File: src/logic/bbxu_defines.svh
// Constants for the relative jump / bit force / bit test execute unit.
// Assumes a 16-bit instruction word and a 14-bit banked data address.
`ifndef BBXU_DEFINES_SVH
`define BBXU_DEFINES_SVH

// ----------------------------------------
// Widths
// ----------------------------------------
`define BBXU_PC_W 21
`define BBXU_ADDR_W 14
`define BBXU_BANK_W 6

// ----------------------------------------
// Opcode fields
// ----------------------------------------
`define BBXU_OPC_JUMP 5'h1a
`define BBXU_OPC_FORCE 4'h8
`define BBXU_OPC_SKZ 4'hb
`define BBXU_OPC_SKO 4'ha

// ----------------------------------------
// Addressing
// ----------------------------------------
`define BBXU_IDX_LIMIT 8'h5f
`define BBXU_ACC_LO_BANK 6'h00
`define BBXU_ACC_HI_BANK 6'h3f

// ----------------------------------------
// Added NOP cycles
// ----------------------------------------
`define BBXU_JUMP_NOPS 2'h1
`define BBXU_SKIP_NOPS 2'h1
`define BBXU_SKIP2_NOPS 2'h2

`endif

File: src/logic/bbxu_pkg.sv
// Types shared by the execute unit.
// Assumes the defines header is on the include path.
`default_nettype none
`include "bbxu_defines.svh"

package bbxu_pkg;
   // ----------------------------------------
   // Decoded operation
   // ----------------------------------------
   typedef enum logic [2:0] {
      BBXU_OP_NONE,
      BBXU_OP_JUMP,
      BBXU_OP_FORCE,
      BBXU_OP_SKIP_ZERO,
      BBXU_OP_SKIP_ONE
   } bbxu_op_t;

   // ----------------------------------------
   // Four phases of one instruction cycle
   // ----------------------------------------
   typedef enum logic [1:0] {
      BBXU_PH_Q1,
      BBXU_PH_Q2,
      BBXU_PH_Q3,
      BBXU_PH_Q4
   } bbxu_phase_t;

   // ----------------------------------------
   // Data memory request
   // ----------------------------------------
   typedef struct packed {
      logic re;                          // Read strobe, phase two
      logic we;                          // Write strobe, phase four
      logic [`BBXU_ADDR_W-1:0] addr;     // Banked data address
      logic [7:0] wdata;                 // Write data
   } bbxu_mem_t;
endpackage
`default_nettype wire

File: src/logic/bbxu_exec.sv
// Execute unit for relative jump, bit force and bit test skip.
// Assumes the instruction word and incremented PC are valid in phase one,
// and that read data returns by the end of phase two.
`timescale 1ns/1ps
`default_nettype none
`include "bbxu_defines.svh"

module bbxu_exec (
   input wire logic i_clk_sys,
   input wire logic i_srst,
   input wire logic i_instr_valid,
   input wire logic [15:0] i_instr,
   input wire logic [`BBXU_PC_W-1:0] i_pc_inc,
   input wire logic [`BBXU_BANK_W-1:0] i_bank_selector,
   input wire logic i_ext_set_en,
   input wire logic [`BBXU_ADDR_W-1:0] i_index_base,
   input wire logic [7:0] i_rd_data,
   input wire logic i_next_two_word,
   output var bbxu_pkg::bbxu_mem_t o_mem,
   output var bbxu_pkg::bbxu_phase_t o_phase,
   output logic o_pc_load,
   output logic [`BBXU_PC_W-1:0] o_pc_target,
   output logic o_discard,
   output logic o_nop_cycle,
   output logic o_indexed,
   output logic o_status_we
);

   // ----------------------------------------
   // State
   // ----------------------------------------
   bbxu_pkg::bbxu_phase_t ph_q;       // Current phase
   bbxu_pkg::bbxu_op_t op_q;          // Operation in execution
   bbxu_pkg::bbxu_mem_t mem_q;        // Memory request
   logic [2:0] bit_q;                 // Bit index
   logic [10:0] n_q;                  // Jump offset
   logic [`BBXU_PC_W-1:0] pc_q;       // Incremented PC
   logic [7:0] rd_q;                  // Sampled register data
   logic [1:0] pend_q;                // NOP cycles owed after this one
   logic [1:0] nops_q;                // NOP cycles left
   logic nop_cycle_q;                 // Current cycle is a NOP
   logic pc_load_q;
   logic [`BBXU_PC_W-1:0] target_q;
   logic discard_q;
   logic indexed_q;
   logic status_we_q;

   // ----------------------------------------
   // Decode helpers
   // ----------------------------------------
   logic take;                        // Accept a new word in phase one
   logic skip_hit;                    // Bit test condition met
   bbxu_pkg::bbxu_op_t op_d;
   logic idx_d;
   logic [`BBXU_ADDR_W-1:0] addr_d;
   logic [`BBXU_PC_W-1:0] jump_tgt;

   assign take = i_instr_valid && (nops_q == 2'h0);

   // Opcode field match
   always_comb begin
      if (i_instr[15:11] == `BBXU_OPC_JUMP) begin
         op_d = bbxu_pkg::BBXU_OP_JUMP;
      end else if (i_instr[15:12] == `BBXU_OPC_FORCE) begin
         op_d = bbxu_pkg::BBXU_OP_FORCE;
      end else if (i_instr[15:12] == `BBXU_OPC_SKZ) begin
         op_d = bbxu_pkg::BBXU_OP_SKIP_ZERO;
      end else if (i_instr[15:12] == `BBXU_OPC_SKO) begin
         op_d = bbxu_pkg::BBXU_OP_SKIP_ONE;
      end else begin
         op_d = bbxu_pkg::BBXU_OP_NONE;
      end
   end

   // Operand address: indexed, banked or access bank
   always_comb begin
      idx_d = !i_instr[8] && i_ext_set_en && (i_instr[7:0] <= `BBXU_IDX_LIMIT);
      if (idx_d) begin
         addr_d = i_index_base + {6'h00, i_instr[7:0]};
      end else if (i_instr[8]) begin
         addr_d = {i_bank_selector, i_instr[7:0]};
      end else if (i_instr[7:0] <= `BBXU_IDX_LIMIT) begin
         addr_d = {`BBXU_ACC_LO_BANK, i_instr[7:0]};
      end else begin
         addr_d = {`BBXU_ACC_HI_BANK, i_instr[7:0]};
      end
   end

   // Sign-extended word offset doubled
   assign jump_tgt = pc_q + {{(`BBXU_PC_W-12){n_q[10]}}, n_q, 1'b0};

   // Bit test against sampled data
   assign skip_hit = ((op_q == bbxu_pkg::BBXU_OP_SKIP_ZERO) && !rd_q[bit_q]) ||
                     ((op_q == bbxu_pkg::BBXU_OP_SKIP_ONE) && rd_q[bit_q]);

   // ----------------------------------------
   // Phase sequencer
   // ----------------------------------------
   always_ff @(posedge i_clk_sys) begin
      if (i_srst) begin
         ph_q <= bbxu_pkg::BBXU_PH_Q1;
      end else begin
         unique case (ph_q)
            bbxu_pkg::BBXU_PH_Q1: ph_q <= bbxu_pkg::BBXU_PH_Q2;
            bbxu_pkg::BBXU_PH_Q2: ph_q <= bbxu_pkg::BBXU_PH_Q3;
            bbxu_pkg::BBXU_PH_Q3: ph_q <= bbxu_pkg::BBXU_PH_Q4;
            bbxu_pkg::BBXU_PH_Q4: ph_q <= bbxu_pkg::BBXU_PH_Q1;
         endcase
      end
   end

   // ----------------------------------------
   // Decode latch at end of phase one
   // ----------------------------------------
   always_ff @(posedge i_clk_sys) begin
      if (i_srst) begin
         op_q <= bbxu_pkg::BBXU_OP_NONE;
         bit_q <= 3'h0;
         n_q <= 11'h000;
         pc_q <= '0;
         indexed_q <= 1'b0;
      end else if (ph_q == bbxu_pkg::BBXU_PH_Q1) begin
         // NOP cycles latch no operation
         op_q <= take ? op_d : bbxu_pkg::BBXU_OP_NONE;
         bit_q <= i_instr[11:9];
         n_q <= i_instr[10:0];
         pc_q <= i_pc_inc;
         indexed_q <= take && (op_d != bbxu_pkg::BBXU_OP_JUMP) &&
                      (op_d != bbxu_pkg::BBXU_OP_NONE) && idx_d;
      end
   end

   // ----------------------------------------
   // Memory read, modify and write
   // ----------------------------------------
   always_ff @(posedge i_clk_sys) begin
      if (i_srst) begin
         mem_q <= '0;
         rd_q <= 8'h00;
      end else begin
         unique case (ph_q)
            bbxu_pkg::BBXU_PH_Q1: begin
               // Read in phase two for register operands
               mem_q.re <= take && (op_d != bbxu_pkg::BBXU_OP_JUMP) &&
                           (op_d != bbxu_pkg::BBXU_OP_NONE);
               mem_q.addr <= addr_d;
            end
            bbxu_pkg::BBXU_PH_Q2: begin
               mem_q.re <= 1'b0;
               rd_q <= i_rd_data;
            end
            bbxu_pkg::BBXU_PH_Q3: begin
               // Modified byte written in phase four
               mem_q.we <= (op_q == bbxu_pkg::BBXU_OP_FORCE);
               mem_q.wdata <= rd_q | (8'h01 << bit_q);
            end
            bbxu_pkg::BBXU_PH_Q4: begin
               mem_q.we <= 1'b0;
            end
         endcase
      end
   end

   // ----------------------------------------
   // PC load and fetch discard in phase four
   // ----------------------------------------
   always_ff @(posedge i_clk_sys) begin
      if (i_srst) begin
         pc_load_q <= 1'b0;
         target_q <= '0;
         discard_q <= 1'b0;
         pend_q <= 2'h0;
      end else if (ph_q == bbxu_pkg::BBXU_PH_Q3) begin
         pc_load_q <= (op_q == bbxu_pkg::BBXU_OP_JUMP);
         target_q <= jump_tgt;
         discard_q <= (op_q == bbxu_pkg::BBXU_OP_JUMP) || skip_hit;
         if (op_q == bbxu_pkg::BBXU_OP_JUMP) begin
            pend_q <= `BBXU_JUMP_NOPS;
         end else if (skip_hit) begin
            pend_q <= i_next_two_word ? `BBXU_SKIP2_NOPS : `BBXU_SKIP_NOPS;
         end else begin
            pend_q <= 2'h0;
         end
      end else begin
         pc_load_q <= 1'b0;
         discard_q <= 1'b0;
      end
   end

   // ----------------------------------------
   // NOP cycle counter, stepped at end of phase four
   // ----------------------------------------
   always_ff @(posedge i_clk_sys) begin
      if (i_srst) begin
         nops_q <= 2'h0;
         nop_cycle_q <= 1'b0;
      end else if (ph_q == bbxu_pkg::BBXU_PH_Q4) begin
         if (nops_q != 2'h0) begin
            nops_q <= nops_q - 2'h1;
            nop_cycle_q <= (nops_q != 2'h1);
         end else begin
            nops_q <= pend_q;
            nop_cycle_q <= (pend_q != 2'h0);
         end
      end
   end

   // Arithmetic flags are never written by these operations
   always_ff @(posedge i_clk_sys) begin
      status_we_q <= 1'b0;
   end

   // ----------------------------------------
   // Outputs
   // ----------------------------------------
   assign o_mem = mem_q;
   assign o_phase = ph_q;
   assign o_pc_load = pc_load_q;
   assign o_pc_target = target_q;
   assign o_discard = discard_q;
   assign o_nop_cycle = nop_cycle_q;
   assign o_indexed = indexed_q;
   assign o_status_we = status_we_q;
endmodule
`default_nettype wire

File: config.mk
export PLATFORM = sky130hd
export DESIGN_NAME = bbxu_exec
export DESIGN_NICKNAME = d
export VERILOG_FILES = /design/src/logic/bbxu_pkg.sv /design/src/logic/bbxu_exec.sv
export VERILOG_INCLUDE_DIRS = /design/src /design/src/logic
export SDC_FILE = /design/constraint.sdc
export NUM_CORES = 1
export LEC_CHECK = 0
export ABC_AREA = 0
export BUFFER_PORTS_ARGS = -buffer_cell sky130_fd_sc_hd__buf_2
export CAP_MARGIN = 20
export CORE_MARGIN = 3
export CORE_UTILIZATION = 43
export CTS_CLUSTER_DIAMETER = 60
export DETAILED_ROUTE_END_ITERATION = 10
export GPL_TIMING_DRIVEN = 0
export MAX_ROUTING_LAYER = met4
export PLACE_DENSITY = 0.75
export SLEW_MARGIN = 20
export SYNTH_ARGS = -nofsm -noshare
export SYNTH_HDL_FRONTEND = slang
export SYNTH_SLANG_ARGS = --single-unit
export TNS_END_PERCENT = 100
File: constraint.sdc
create_clock -name i_clk_sys -period 2.61 [get_ports i_clk_sys]
set_input_delay 0.1305 -clock i_clk_sys [delete_from_list [all_inputs] [get_ports i_clk_sys]]
set_output_delay 0.1305 -clock i_clk_sys [all_outputs]
set_load 0.03 [all_outputs]
=== Yosys cells after proc, flatten, opt, wreduce, memory -nomap -nowiden ===
Index checks and enable logic that the tools add are counted.

* Muxes and demuxes: 18
* Magnitude comparators: 2
* Bitwise logic cells: 2
* Equality and inequality tests: 13
* Reduce and logical (&&, ||, !) cells: 20
* $add $sub $neg: 3
* Shift operators: 1

{| class="wikitable"
|+ Operators by type and width
! kind !! number
|-
| $mux 14 || 3
|-
| $add 21x21->21 || 1
|-
| $mux 3 || 5
|-
| $add 14x8->14 || 1
|-
| $eq 4x4->1 const B || 3
|-
| $le 8x7->1 const B || 1
|-
| $logic_and 1x1->1 || 8
|-
| $mux 2 || 4
|-
| $or 8x8->8 || 1
|-
| $pmux 2 s4 || 1
|-
| $reduce_bool 2->1 || 4
|-
| $shl 1x3->8 const A || 1
|-
| $eq 3x2->1 const B || 2
|-
| $eq 5x5->1 const B || 1
|-
| $eq 2x2->1 const B || 2
|-
| $logic_not 2->1 || 2
|-
| $lt 3x4->1 const B || 1
|-
| $pmux 1 s2 || 2
|-
| $bmux 1 s3 || 1
|-
| $eq 3x1->1 const B || 1
|-
| $eq 3x3->1 const B || 1
|-
| $ne 3x1->1 const B || 1
|-
| $reduce_bool 3->1 || 1
|-
| $eq 2x1->1 const B || 1
|-
| other kinds (7) || 10
|}

* Register bits: 101
* Logic and storage cells: 76
* Input bits: 70

=== Depth between registers and ports, before layout ===
Gate-level depths: netlist of run 1.

* Word-level depth: 9
* Gate-level depth with buffers: 9
* Depth with buffers taken out: 8

=== Least setup slack after synthesis of run 1 ===
No wires, ideal clock.

* Kind: register to register
* From: reg n_q[0]
* To: reg target_q[13], in the netlist o_pc_target[13]
* Path slack: 0.472 ns
* Clock period less this slack: 2.138 ns
* Setup time: 0.064 ns
* Arrival time: 2.074 ns
* Stages on the path, launching flop included: 9
* Cells stage by stage: dfxtp_1 ha_1 fa_1 a211oi_2 o21bai_1 a21oi_2 o21ai_1 or4_1 nand4_1

* Longest elaborated chain between the ends: 1

{| class="wikitable"
|+ RTL lines
! element !! line !! source
|-
| start: declaration || bbxu_exec.sv:36 || <nowiki>logic [10:0] n_q;</nowiki>
|-
| start signal: assignment || bbxu_exec.sv:126 || <nowiki>n_q <= i_instr[10:0];</nowiki>
|-
| $add 21x21->21 || bbxu_exec.sv:90 || <nowiki>assign jump_tgt = pc_q + {{(`BBXU_PC_W-12){n_q[10]}}, n_q, 1'b0};</nowiki>
|-
| end signal: assignment || bbxu_exec.sv:175 || <nowiki>target_q <= jump_tgt;</nowiki>
|-
| end: declaration || bbxu_exec.sv:43 || <nowiki>logic [`BBXU_PC_W-1:0] target_q;</nowiki>
|}

Every way passes these cells.
A chain may end at the register's enable or synchronous reset.

=== Final worst setup path of run 1 ===
* From: reg n_q[0]
* To: reg target_q[19], in the netlist o_pc_target[19]

Same word-level chain as after synthesis.

==> metrics.cfg, run 1 <==
[status]
outcome = finished clean

[logic_synthesis]
async_reset_ff_share_pct = 0
synth_top_area_share_pct = 37.63
yosys_warnings = 0
postSynthCellCount = 609
synth_area_leaders = dfxtp_1 (38%), mux2i_1 (9.5%), ha_1 (7.4%)
synth_ff_type = dfxtp_1
synth_cell_types = 63
syn-num-nets = 712
synth_area_sq_mm = 0.005266
ys_top_cells_by_count = dfxtp_1 (99), nor2_1 (97), mux2i_1 (50), a21oi_1 (43), nand2_1 (38)
postSynthAreaPerCell_sq_um = 8.647
synth_top_cell_by_area = dfxtp_1
synth_edf_count = 0
ys_seq_elements = 99
yosysMostFrequentCell = dfxtp_1
seq_area_frac_synth_pct = 37.63

[setup_path]
cp-start-kind = register
cp_common_cell = a211oi_2
crit_start = n_q[0]
worstSetupEndpointType = register
slowest_stage = fa_1
crit_fanout = 3
arrival_ns = 2.69
timing.setup.critical_path_class = register to register
path_cells = ha_1, fa_1, a211oi_2, o21bai_1, a211oi_2, nor3_1, o21a_1, o31ai_1
max_stage_delay_ns = 0.47
r2r-start = n_q[0]
crit_required_ns = 2.87

[floorplanning]
core_area_sq_mm = 0.01171
die_x_um = 116.7
row_count = 39
io_pins = 122
fp.dieH_um = 116.7
start_util_pct = 44.97
design.die.area_sq_mm = 0.01361

[placement]
portBuffers = 118
gp_congestion = 0.9325
dp_hpwl_um = 11950
dp_slack_ns = 0.2040

[global_routing]
grt_pass1_vias = 4933
grt_usage_pct = 23.90
grt-ovfl-total = 0
grt_first_pass_wirelength_um = 24810
antenna_found_initial = 2
grt_max_degree = 17

[cts]
clockBufferDepth = 2
cts-hold-fix-buffers = 0
postCtsSetupBuffers = 0
clkTransAtPathRegs_ns = 0.07
root_buffer = clkbuf_16
insertion_delay_ns = 0.35
ctsHtreeMaxLevel = 3
clock-sinks = 99
cts_tree = yes
ctsResizeCount = 0
cts_buffers = 9

[detailed_routing]
first_pass_iters = 5
drc_errors = 0
drtIter0Drc = 318
ant_nets = 0
viasPerCell = 5.707
wl_per_cell_um = 17.41
wirelength_um = 15460
vias = 5068

[layout]
seqCellArea_sq_mm = 0.001982
multi_input_area_sq_mm = 0.003078
drive_gt1_share_pct = 20.05
fill_cells = 1118
syn2layout_area_growth_pct = 20.46
postLayoutCoreUtil_pct = 54.17
num-nets-final = 841

[power_and_ir_drop]
power.internal_mw = 3.379
power_density_mw_per_mm2 = 881.8
clkPwrFrac_pct = 24.5
vdd_drop_max_mv = 0.4408
p_comb_share_pct = 39.9
cellLeakagePower_nw = 2.911
p_sw_share_pct = 39.58
p_total_mw = 5.593
power.net_switching_mw = 2.214
seqPwrFrac_pct = 35.6

[hold_path]
hp-class = input port to register
min_from = i_pc_inc[9]

[timing]
finalSetupViolCount = 0
slew_headroom_pct = 37.79
clock.fmax_mhz = 412.1
finalSetupTns_ns = 0
setup_ws_ns = 0.1832
finalClockSkew_ns = 0.006789
final-hold-violation-count = 0
finalCritPeriodShare_pct = 92.98
fin_crit_ns = 2.427
worst_pin_slew_ns = 0.9332
finalMaxSlewViolations = 0
grt_setup_unrepaired = no

[job]
cap_violations = 0

-- power by group through the flow --
stage               Combinational (mW)  Clock (mW)  Sequential (mW)
finish                            2.23        1.37             1.99
global route                      2.44        1.45             2.02
global placement                  2.17           0             2.01
detailed placement                2.21           0             2.02
floorplan                         1.31           0             2.28
CTS                               2.22        1.38             1.99
-- cells in the final DEF (no fill, tap or decap), types with 5 or more instances in the layout --
master	n
mux2i_1	50
clkbuf_1	18
nand3_1	23
nor4_1	5
inv_1	18
buf_1	10
xnor2_1	9
nand4_1	6
a31oi_1	8
a21oi_1	43
xor2_1	6
clkbuf_16	9
o21ai_0	13
a211oi_1	15
buf_2	121
dfxtp_1	99
and3_1	8
a21o_1	15
nand2_1	38
ha_1	31
nor3_1	16
nor2_1	97
-- path summary, 6_finish.rpt --
kind	end	slack [ns]	depth (start not counted)
worst min-delay path	pc_q[9]	0.02	3
worst max register to register	o_pc_target[19]	0.18	8
worst min register to register	o_pc_target[19]	0.46	2
worst max-delay path	o_pc_target[19]	0.18	8
-- registers in the layout, summed over array words and instances, names as in the netlist, 2 cells and up --
register and count:
o_phase 2, n_q 9, o_pc_target 21, rd_q 8, pend_q 2, pc_q 21, op_q 3, nops_q 2
bit_q 3, o_mem 24
-- cell type report --
class	count	share of cell area [%]
Clock buffer	10	3.767
Antenna cell	2	0.07890
Buffer	33	2.189
Inverter	18	1.065
Sequential cell	99	31.24
Clock inverter	6	1.006
Timing Repair Buffer	118	9.310
Tap cell	143	2.821
Multi-Input combinational cell	459	48.52
-- routing by layer --
metal  track usage [%]  vias up  wire, um
li1                  -     2471         -
met4             7.722        0       264
met3             5.596       26      1358
met1             31.23     2357      6877
met5                 -        -         0
met2             36.69      214      6963
-- critical path, delay by kind of cell (launching register included) --
family / cells / cell delay (ns)
compound gates: 5 / 1.18
simple gates: 1 / 0.13
flops: 1 / 0.32
fa+ha+maj: 2 / 0.70
-- kinds of logic (layout without fill, tap and decap cells) --
| logic type | Yosys count | in the layout | share of synthesized area [%] |
|---|---|---|---|
| compound gates | 140 | 140 | 18.29 |
| flops | 99 | 99 | 37.63 |
| mux | 53 | 53 | 10.64 |
| other cells | 1 | 3 | 0.07121 |
| buf+inv | 51 | 185 | 3.920 |
| fa+ha+maj | 33 | 33 | 8.125 |
| xor+xnor | 15 | 15 | 2.495 |
| simple gates | 217 | 217 | 18.82 |
-- stage by stage --
step	instance area, sq um	std cells	hold WS (ns)
5_1_grt	6344	888	0.02338
6_report	6344	888	0.01810
3_3_place_gp	6036	870	0.3653
4_1_cts	6339	886	0.01532
3_5_place_dp	6036	870	0.3724
2_1_floorplan	5266	609	0.2777
Note: power is estimated with default switching activity, not from simulation.
==> run 2, diff against run 1 <==
RECOVER_POWER = 25   (was default)
==> metrics.cfg, run 2 (same netlist as run 1, synthesis figures left out) <==
[cts]
clock-sinks = 99
root_buffer = clkbuf_16
clkTransAtPathRegs_ns = 0.07
postCtsSetupBuffers = 0
ctsHtreeMaxLevel = 3
cts-hold-fix-buffers = 0
insertion_delay_ns = 0.35
cts_buffers = 9
clockBufferDepth = 2
cts_tree = yes
ctsResizeCount = 0

[floorplanning]
design.die.area_sq_mm = 0.01361
core_area_sq_mm = 0.01171
die_x_um = 116.7
row_count = 39
fp.dieH_um = 116.7
start_util_pct = 44.97
io_pins = 122

[detailed_routing]
routed.top_layer = met4
vias = 5054
wirelength_um = 15450
viasPerCell = 5.691
dr_wl_met2_um = 6949
drc_errors = 0
wl_per_cell_um = 17.39
ant_nets = 0
drtIter0Drc = 314
wl_met1_um = 6836
first_pass_iters = 5
met3_length_um = 1410

[setup_path]
timing.rr.end = o_pc_target[19]
timing.setup.critical_path_class = register to register
arrival_ns = 2.70
worstSetupEndpointType = register
cp-start-kind = register
crit_fanout = 3
worstSetupEndpoint = o_pc_target[19]
ff2ff_path_depth = 8
crit_required_ns = 2.87
crit_start = n_q[0]
r2r_slack_ns = 0.17
r2r-start = n_q[0]

[placement]
dp_hpwl_um = 11950
portBuffers = 118
placed_cell_area_sq_mm = 0.006036
gp_congestion = 0.9325

[layout]
fill_cells = 1135
final_common_cell = dfxtp_1
postLayoutCoreUtil_pct = 53.77
largest_reg_flops = 24
fin_area_sq_mm = 0.006297
drive_gt1_share_pct = 15.07
final_cell_mix = dfxtp_1 (99), nor2_1 (97), buf_2 (84), clkbuf_1 (55), mux2i_1 (50)
syn2layout_area_growth_pct = 19.58
num-nets-final = 841

[timing]
worst_pin_slew_ns = 0.9286
fin_crit_ns = 2.445
grt_setup_unrepaired = no
finalSetupTns_ns = 0
final-hold-violation-count = 0
clock.fmax_mhz = 409.1
slew_headroom_pct = 38.10
finalClockSkew_ns = 0.006864
finalMaxSlewViolations = 0
finalCritPeriodShare_pct = 93.67
finalSetupViolCount = 0

[hold_path]
hp-class = input port to register

[global_routing]
grt_pass1_vias = 4933
grt_usage_pct = 23.90
grt_first_pass_wirelength_um = 24810
grt_max_degree = 17
grt-ovfl-total = 0
antenna_found_initial = 2

[job]
cap_violations = 0

[power_and_ir_drop]
vdd_drop_max_mv = 0.4368
power_density_mw_per_mm2 = 882.9
cellLeakagePower_nw = 2.759

[status]
outcome = finished clean

==> run 2: cell count changes in the layout (fill, tap and decap cells not counted), sizes merged <==
cell    previous run  this run
buf              133        96
clkbuf            28        65
==> run 2: worst max-delay path: stages (launching register included) <==
cell      delay, ns
dfxtp_1        0.32
ha_1           0.23
fa_1           0.47
a211oi_2       0.24
o21bai_1       0.20
a211oi_2       0.39
nor3_1         0.14
o21a_1         0.20
o31ai_1        0.17
==> run 2: layer usage <==
metal | vias to the layer above | global-route usage (%)
met5 | - | -
met3 | 22 | 5.596
met1 | 2352 | 31.23
met2 | 204 | 36.69
met4 | 0 | 7.722
li1 | 2476 | -
==> run 2: report_power, final <==
part,leakage [nW],total [mW],internal (mW),switching [mW]
clock network,0.145,1.36,0.770,0.594
logic,1.80,2.20,0.786,1.42
registers,0.812,1.99,1.79,0.201
total,2.76,5.56,3.35,2.21
==> run 2: cell type report <==
class | count | area (sq um) | share of cell area [%]
Inverter | 18 | 67.56 | 1.073
Multi-Input combinational cell | 459 | 3078 | 48.88
Clock inverter | 6 | 63.81 | 1.013
Buffer | 33 | 138.9 | 2.205
Timing Repair Buffer | 118 | 544.3 | 8.643
Antenna cell | 2 | 5.005 | 0.07948
Tap cell | 143 | 178.9 | 2.841
Sequential cell | 99 | 1982 | 31.47
Clock buffer | 10 | 239.0 | 3.795
==> run 2: how the worst min path moves through the flow <==
| stage | start | end | slack, ns | depth (start not counted) |
|---|---|---|---|---|
| 2_1_floorplan | i_pc_inc[0] | pc_q[0] | 0.28 | 2 |
| 3_3_place_gp | i_pc_inc[0] | pc_q[0] | 0.37 | 3 |
| 3_5_place_dp | i_pc_inc[19] | pc_q[19] | 0.37 | 3 |
| 4_1_cts | i_rd_data[4] | rd_q[4] | 0.02 | 3 |
| 5_1_grt | i_rd_data[2] | rd_q[2] | 0.02 | 3 |
| 6_report | i_pc_inc[17] | pc_q[17] | 0.02 | 3 |
==> run 2: per-stage QoR <==
step	power [mW]	setup WS, ns	hold slack, ns	instances
CTS	5.592	0.1603	0.01532	886
detailed placement	4.232	0.2040	0.3724	870
floorplan	3.591	0.4722	0.2777	609
global route	5.879	0.004883	0.02338	888
global placement	4.174	0.2207	0.3653	870
finish	5.560	0.1653	0.01936	888
==> run 3, diff against run 2 <==
REMOVE_ABC_BUFFERS = 1   (was default)
clock period = 2.27 ns   (was 2.61 ns; I/O delays follow)
==> metrics.cfg, run 3 (same netlist as run 1, synthesis figures left out) <==
[cts]
clock-sinks = 99
root_buffer = clkbuf_16
cts_tree = yes
cts_buffers = 9
clockBufferDepth = 2
clkTransAtPathRegs_ns = 0.06
ctsHtreeMaxLevel = 3
insertion_delay_ns = 0.35

[layout]
drive_gt1_share_pct = 18.01
diodes = 0
final_cell_mix = nor2_1 (97), dfxtp_1 (95), buf_2 (84), mux2i_1 (50), a21oi_1 (41)
layout.cells.non_filler = 876
postLayoutCoreUtil_pct = 55.29
syn2layout_area_growth_pct = 22.95
largest_reg_flops = 24
fin_area_sq_mm = 0.006475
num-nets-final = 833
final_common_cell = nor2_1

[setup_path]
cp-start-kind = register
ff2ff_path_depth = 8
r2r_slack_ns = 0.07
r2r-start = n_q[0]
crit_fanout = 3
arrival_ns = 2.49
worstSetupEndpointType = register
timing.setup.critical_path_class = register to register
crit_required_ns = 2.56
timing.rr.end = o_pc_target[17]

[floorplanning]
die_x_um = 116.7
io_pins = 122
start_util_pct = 44.97
fp.dieH_um = 116.7
row_count = 39
design.die.area_sq_mm = 0.01361
core_area_sq_mm = 0.01171

[power_and_ir_drop]
cellLeakagePower_nw = 2.836
p_sw_share_pct = 37.94
vdd_drop_max_mv = 0.6652
p_total_mw = 6.449
power.net_switching_mw = 2.447
clkPwrFrac_pct = 24.6
power.internal_mw = 4.002
p_comb_share_pct = 39.6
seqPwrFrac_pct = 35.9
power_density_mw_per_mm2 = 996.0

[detailed_routing]
drtIter0Drc = 390
wirelength_um = 14270
wl_per_cell_um = 16.28
ant_nets = 0
vias = 5058
viasPerCell = 5.774
first_pass_iters = 5
drc_errors = 0

[placement]
portBuffers = 120
placed_cell_area_sq_mm = 0.006000
dpl.cell_count = 842
dp_hpwl_um = 10110
gp_congestion = 0.8956

[job]
cap_violations = 0

[timing]
worst_pin_slew_ns = 0.6891
final-hold-violation-count = 0
fin_crit_ns = 2.197
finalClockSkew_ns = 0.004347
clock.fmax_mhz = 455.3
slew_headroom_pct = 53.57
finalCritPeriodShare_pct = 96.76
finalSetupViolCount = 0
grt_setup_unrepaired = yes
finalMaxSlewViolations = 0

[global_routing]
antenna_found_initial = 0
grt_first_pass_wirelength_um = 22960
grt_max_degree = 71
grt-ovfl-total = 0
grt_usage_pct = 21.62
grt_pass1_vias = 4753

[hold_path]
hp-class = input port to register
min_from = i_pc_inc[3]
holdPathEnd = pc_q[3]
min_path_cells = 3

[status]
outcome = finished clean

## run 3: cell count changes in the layout (fill, tap and decap cells not counted), sizes merged
cell,previous run,this run
diode,2,0
inv,19,17
clkinv,2,1
clkbuf,65,46
bufinv,1,2
buf,96,95
dlygate4sd3,0,12
## run 3: repair_timing
| item | in CTS | in global routing |
|---|---|---|
| cloned | 0 | 1 |
| endpoints found under the setup margin | 11 | 12 |
| hold endpoints to repair | 12 | 0 |
| pin swaps | 2 | 13 |
| hold buffers | 12 | 0 |
| setup buffers | 2 | 5 |
| gates resized for setup | 7 | 8 |
## run 3: per-layer routing
metal / global-route usage [%] / part of all wire, % / up-vias
li1: - / - / 2439
met1: 26.09 / 43 / 2389
met2: 35.70 / 48 / 210
met3: 6.373 / 8.3 / 20
met4: 5.199 / 1.3 / 0
met5: - / 0 / -
## run 3: metrics by stage
stage | hold WS (ns) | setup TNS (ns) | worst slack [ns]
final | 0.005519 | 0 | 0.07350
after global routing | 0.007317 | -0.03964 | -0.03393
after CTS | 0.002223 | 0 | 0.0001503
after detailed placement | 0.3551 | -1.389 | -0.3480
after global placement | 0.3480 | -80.25 | -2.165
after floorplan | 0.1826 | -28.69 | -1.029
## run 3: area by class of cell
type | instances | area [sq um]
fillers | 1053 | 5236
multi-input cells | 459 | 3126
flip-flops and latches | 99 | 1989
repair buffers | 142 | 807.0
clock buffers | 11 | 232.7
well taps | 143 | 178.9
inverters | 18 | 71.32
clock inverters | 3 | 65.06
repair inverters | 1 | 5.005
## run 3: worst max path at each step
stage | from | endpoint | slack (ns)
after floorplan | o_phase[0] | o_mem[19] | -1.03
after global placement | o_phase[0] | op_q[1] | -2.17
after detailed placement | bit_q[1] | o_pc_target[16] | -0.35
after CTS | bit_q[0] | o_pc_target[16] | 0.0002
after global routing | n_q[0] | o_pc_target[17] | -0.03
final | n_q[0] | o_pc_target[17] | 0.07
## run 3: power by group through the flow
stage	Combinational [mW]	Clock [mW]	Sequential (mW)
finish	2.55	1.58	2.31
global route	2.79	1.69	2.35
CTS	2.55	1.62	2.30
detailed placement	2.49	0	2.33
global placement	2.41	0	2.32
floorplan	1.47	0	2.63
## run 3: critical path: stages (launching register included)
cell      delay (ns)
dfxtp_2         0.34
ha_4            0.16
fa_2            0.39
a211oi_2        0.28
o21bai_2        0.13
a21oi_2         0.22
o211ai_1        0.16
a2111o_1        0.39
nand3_1         0.06
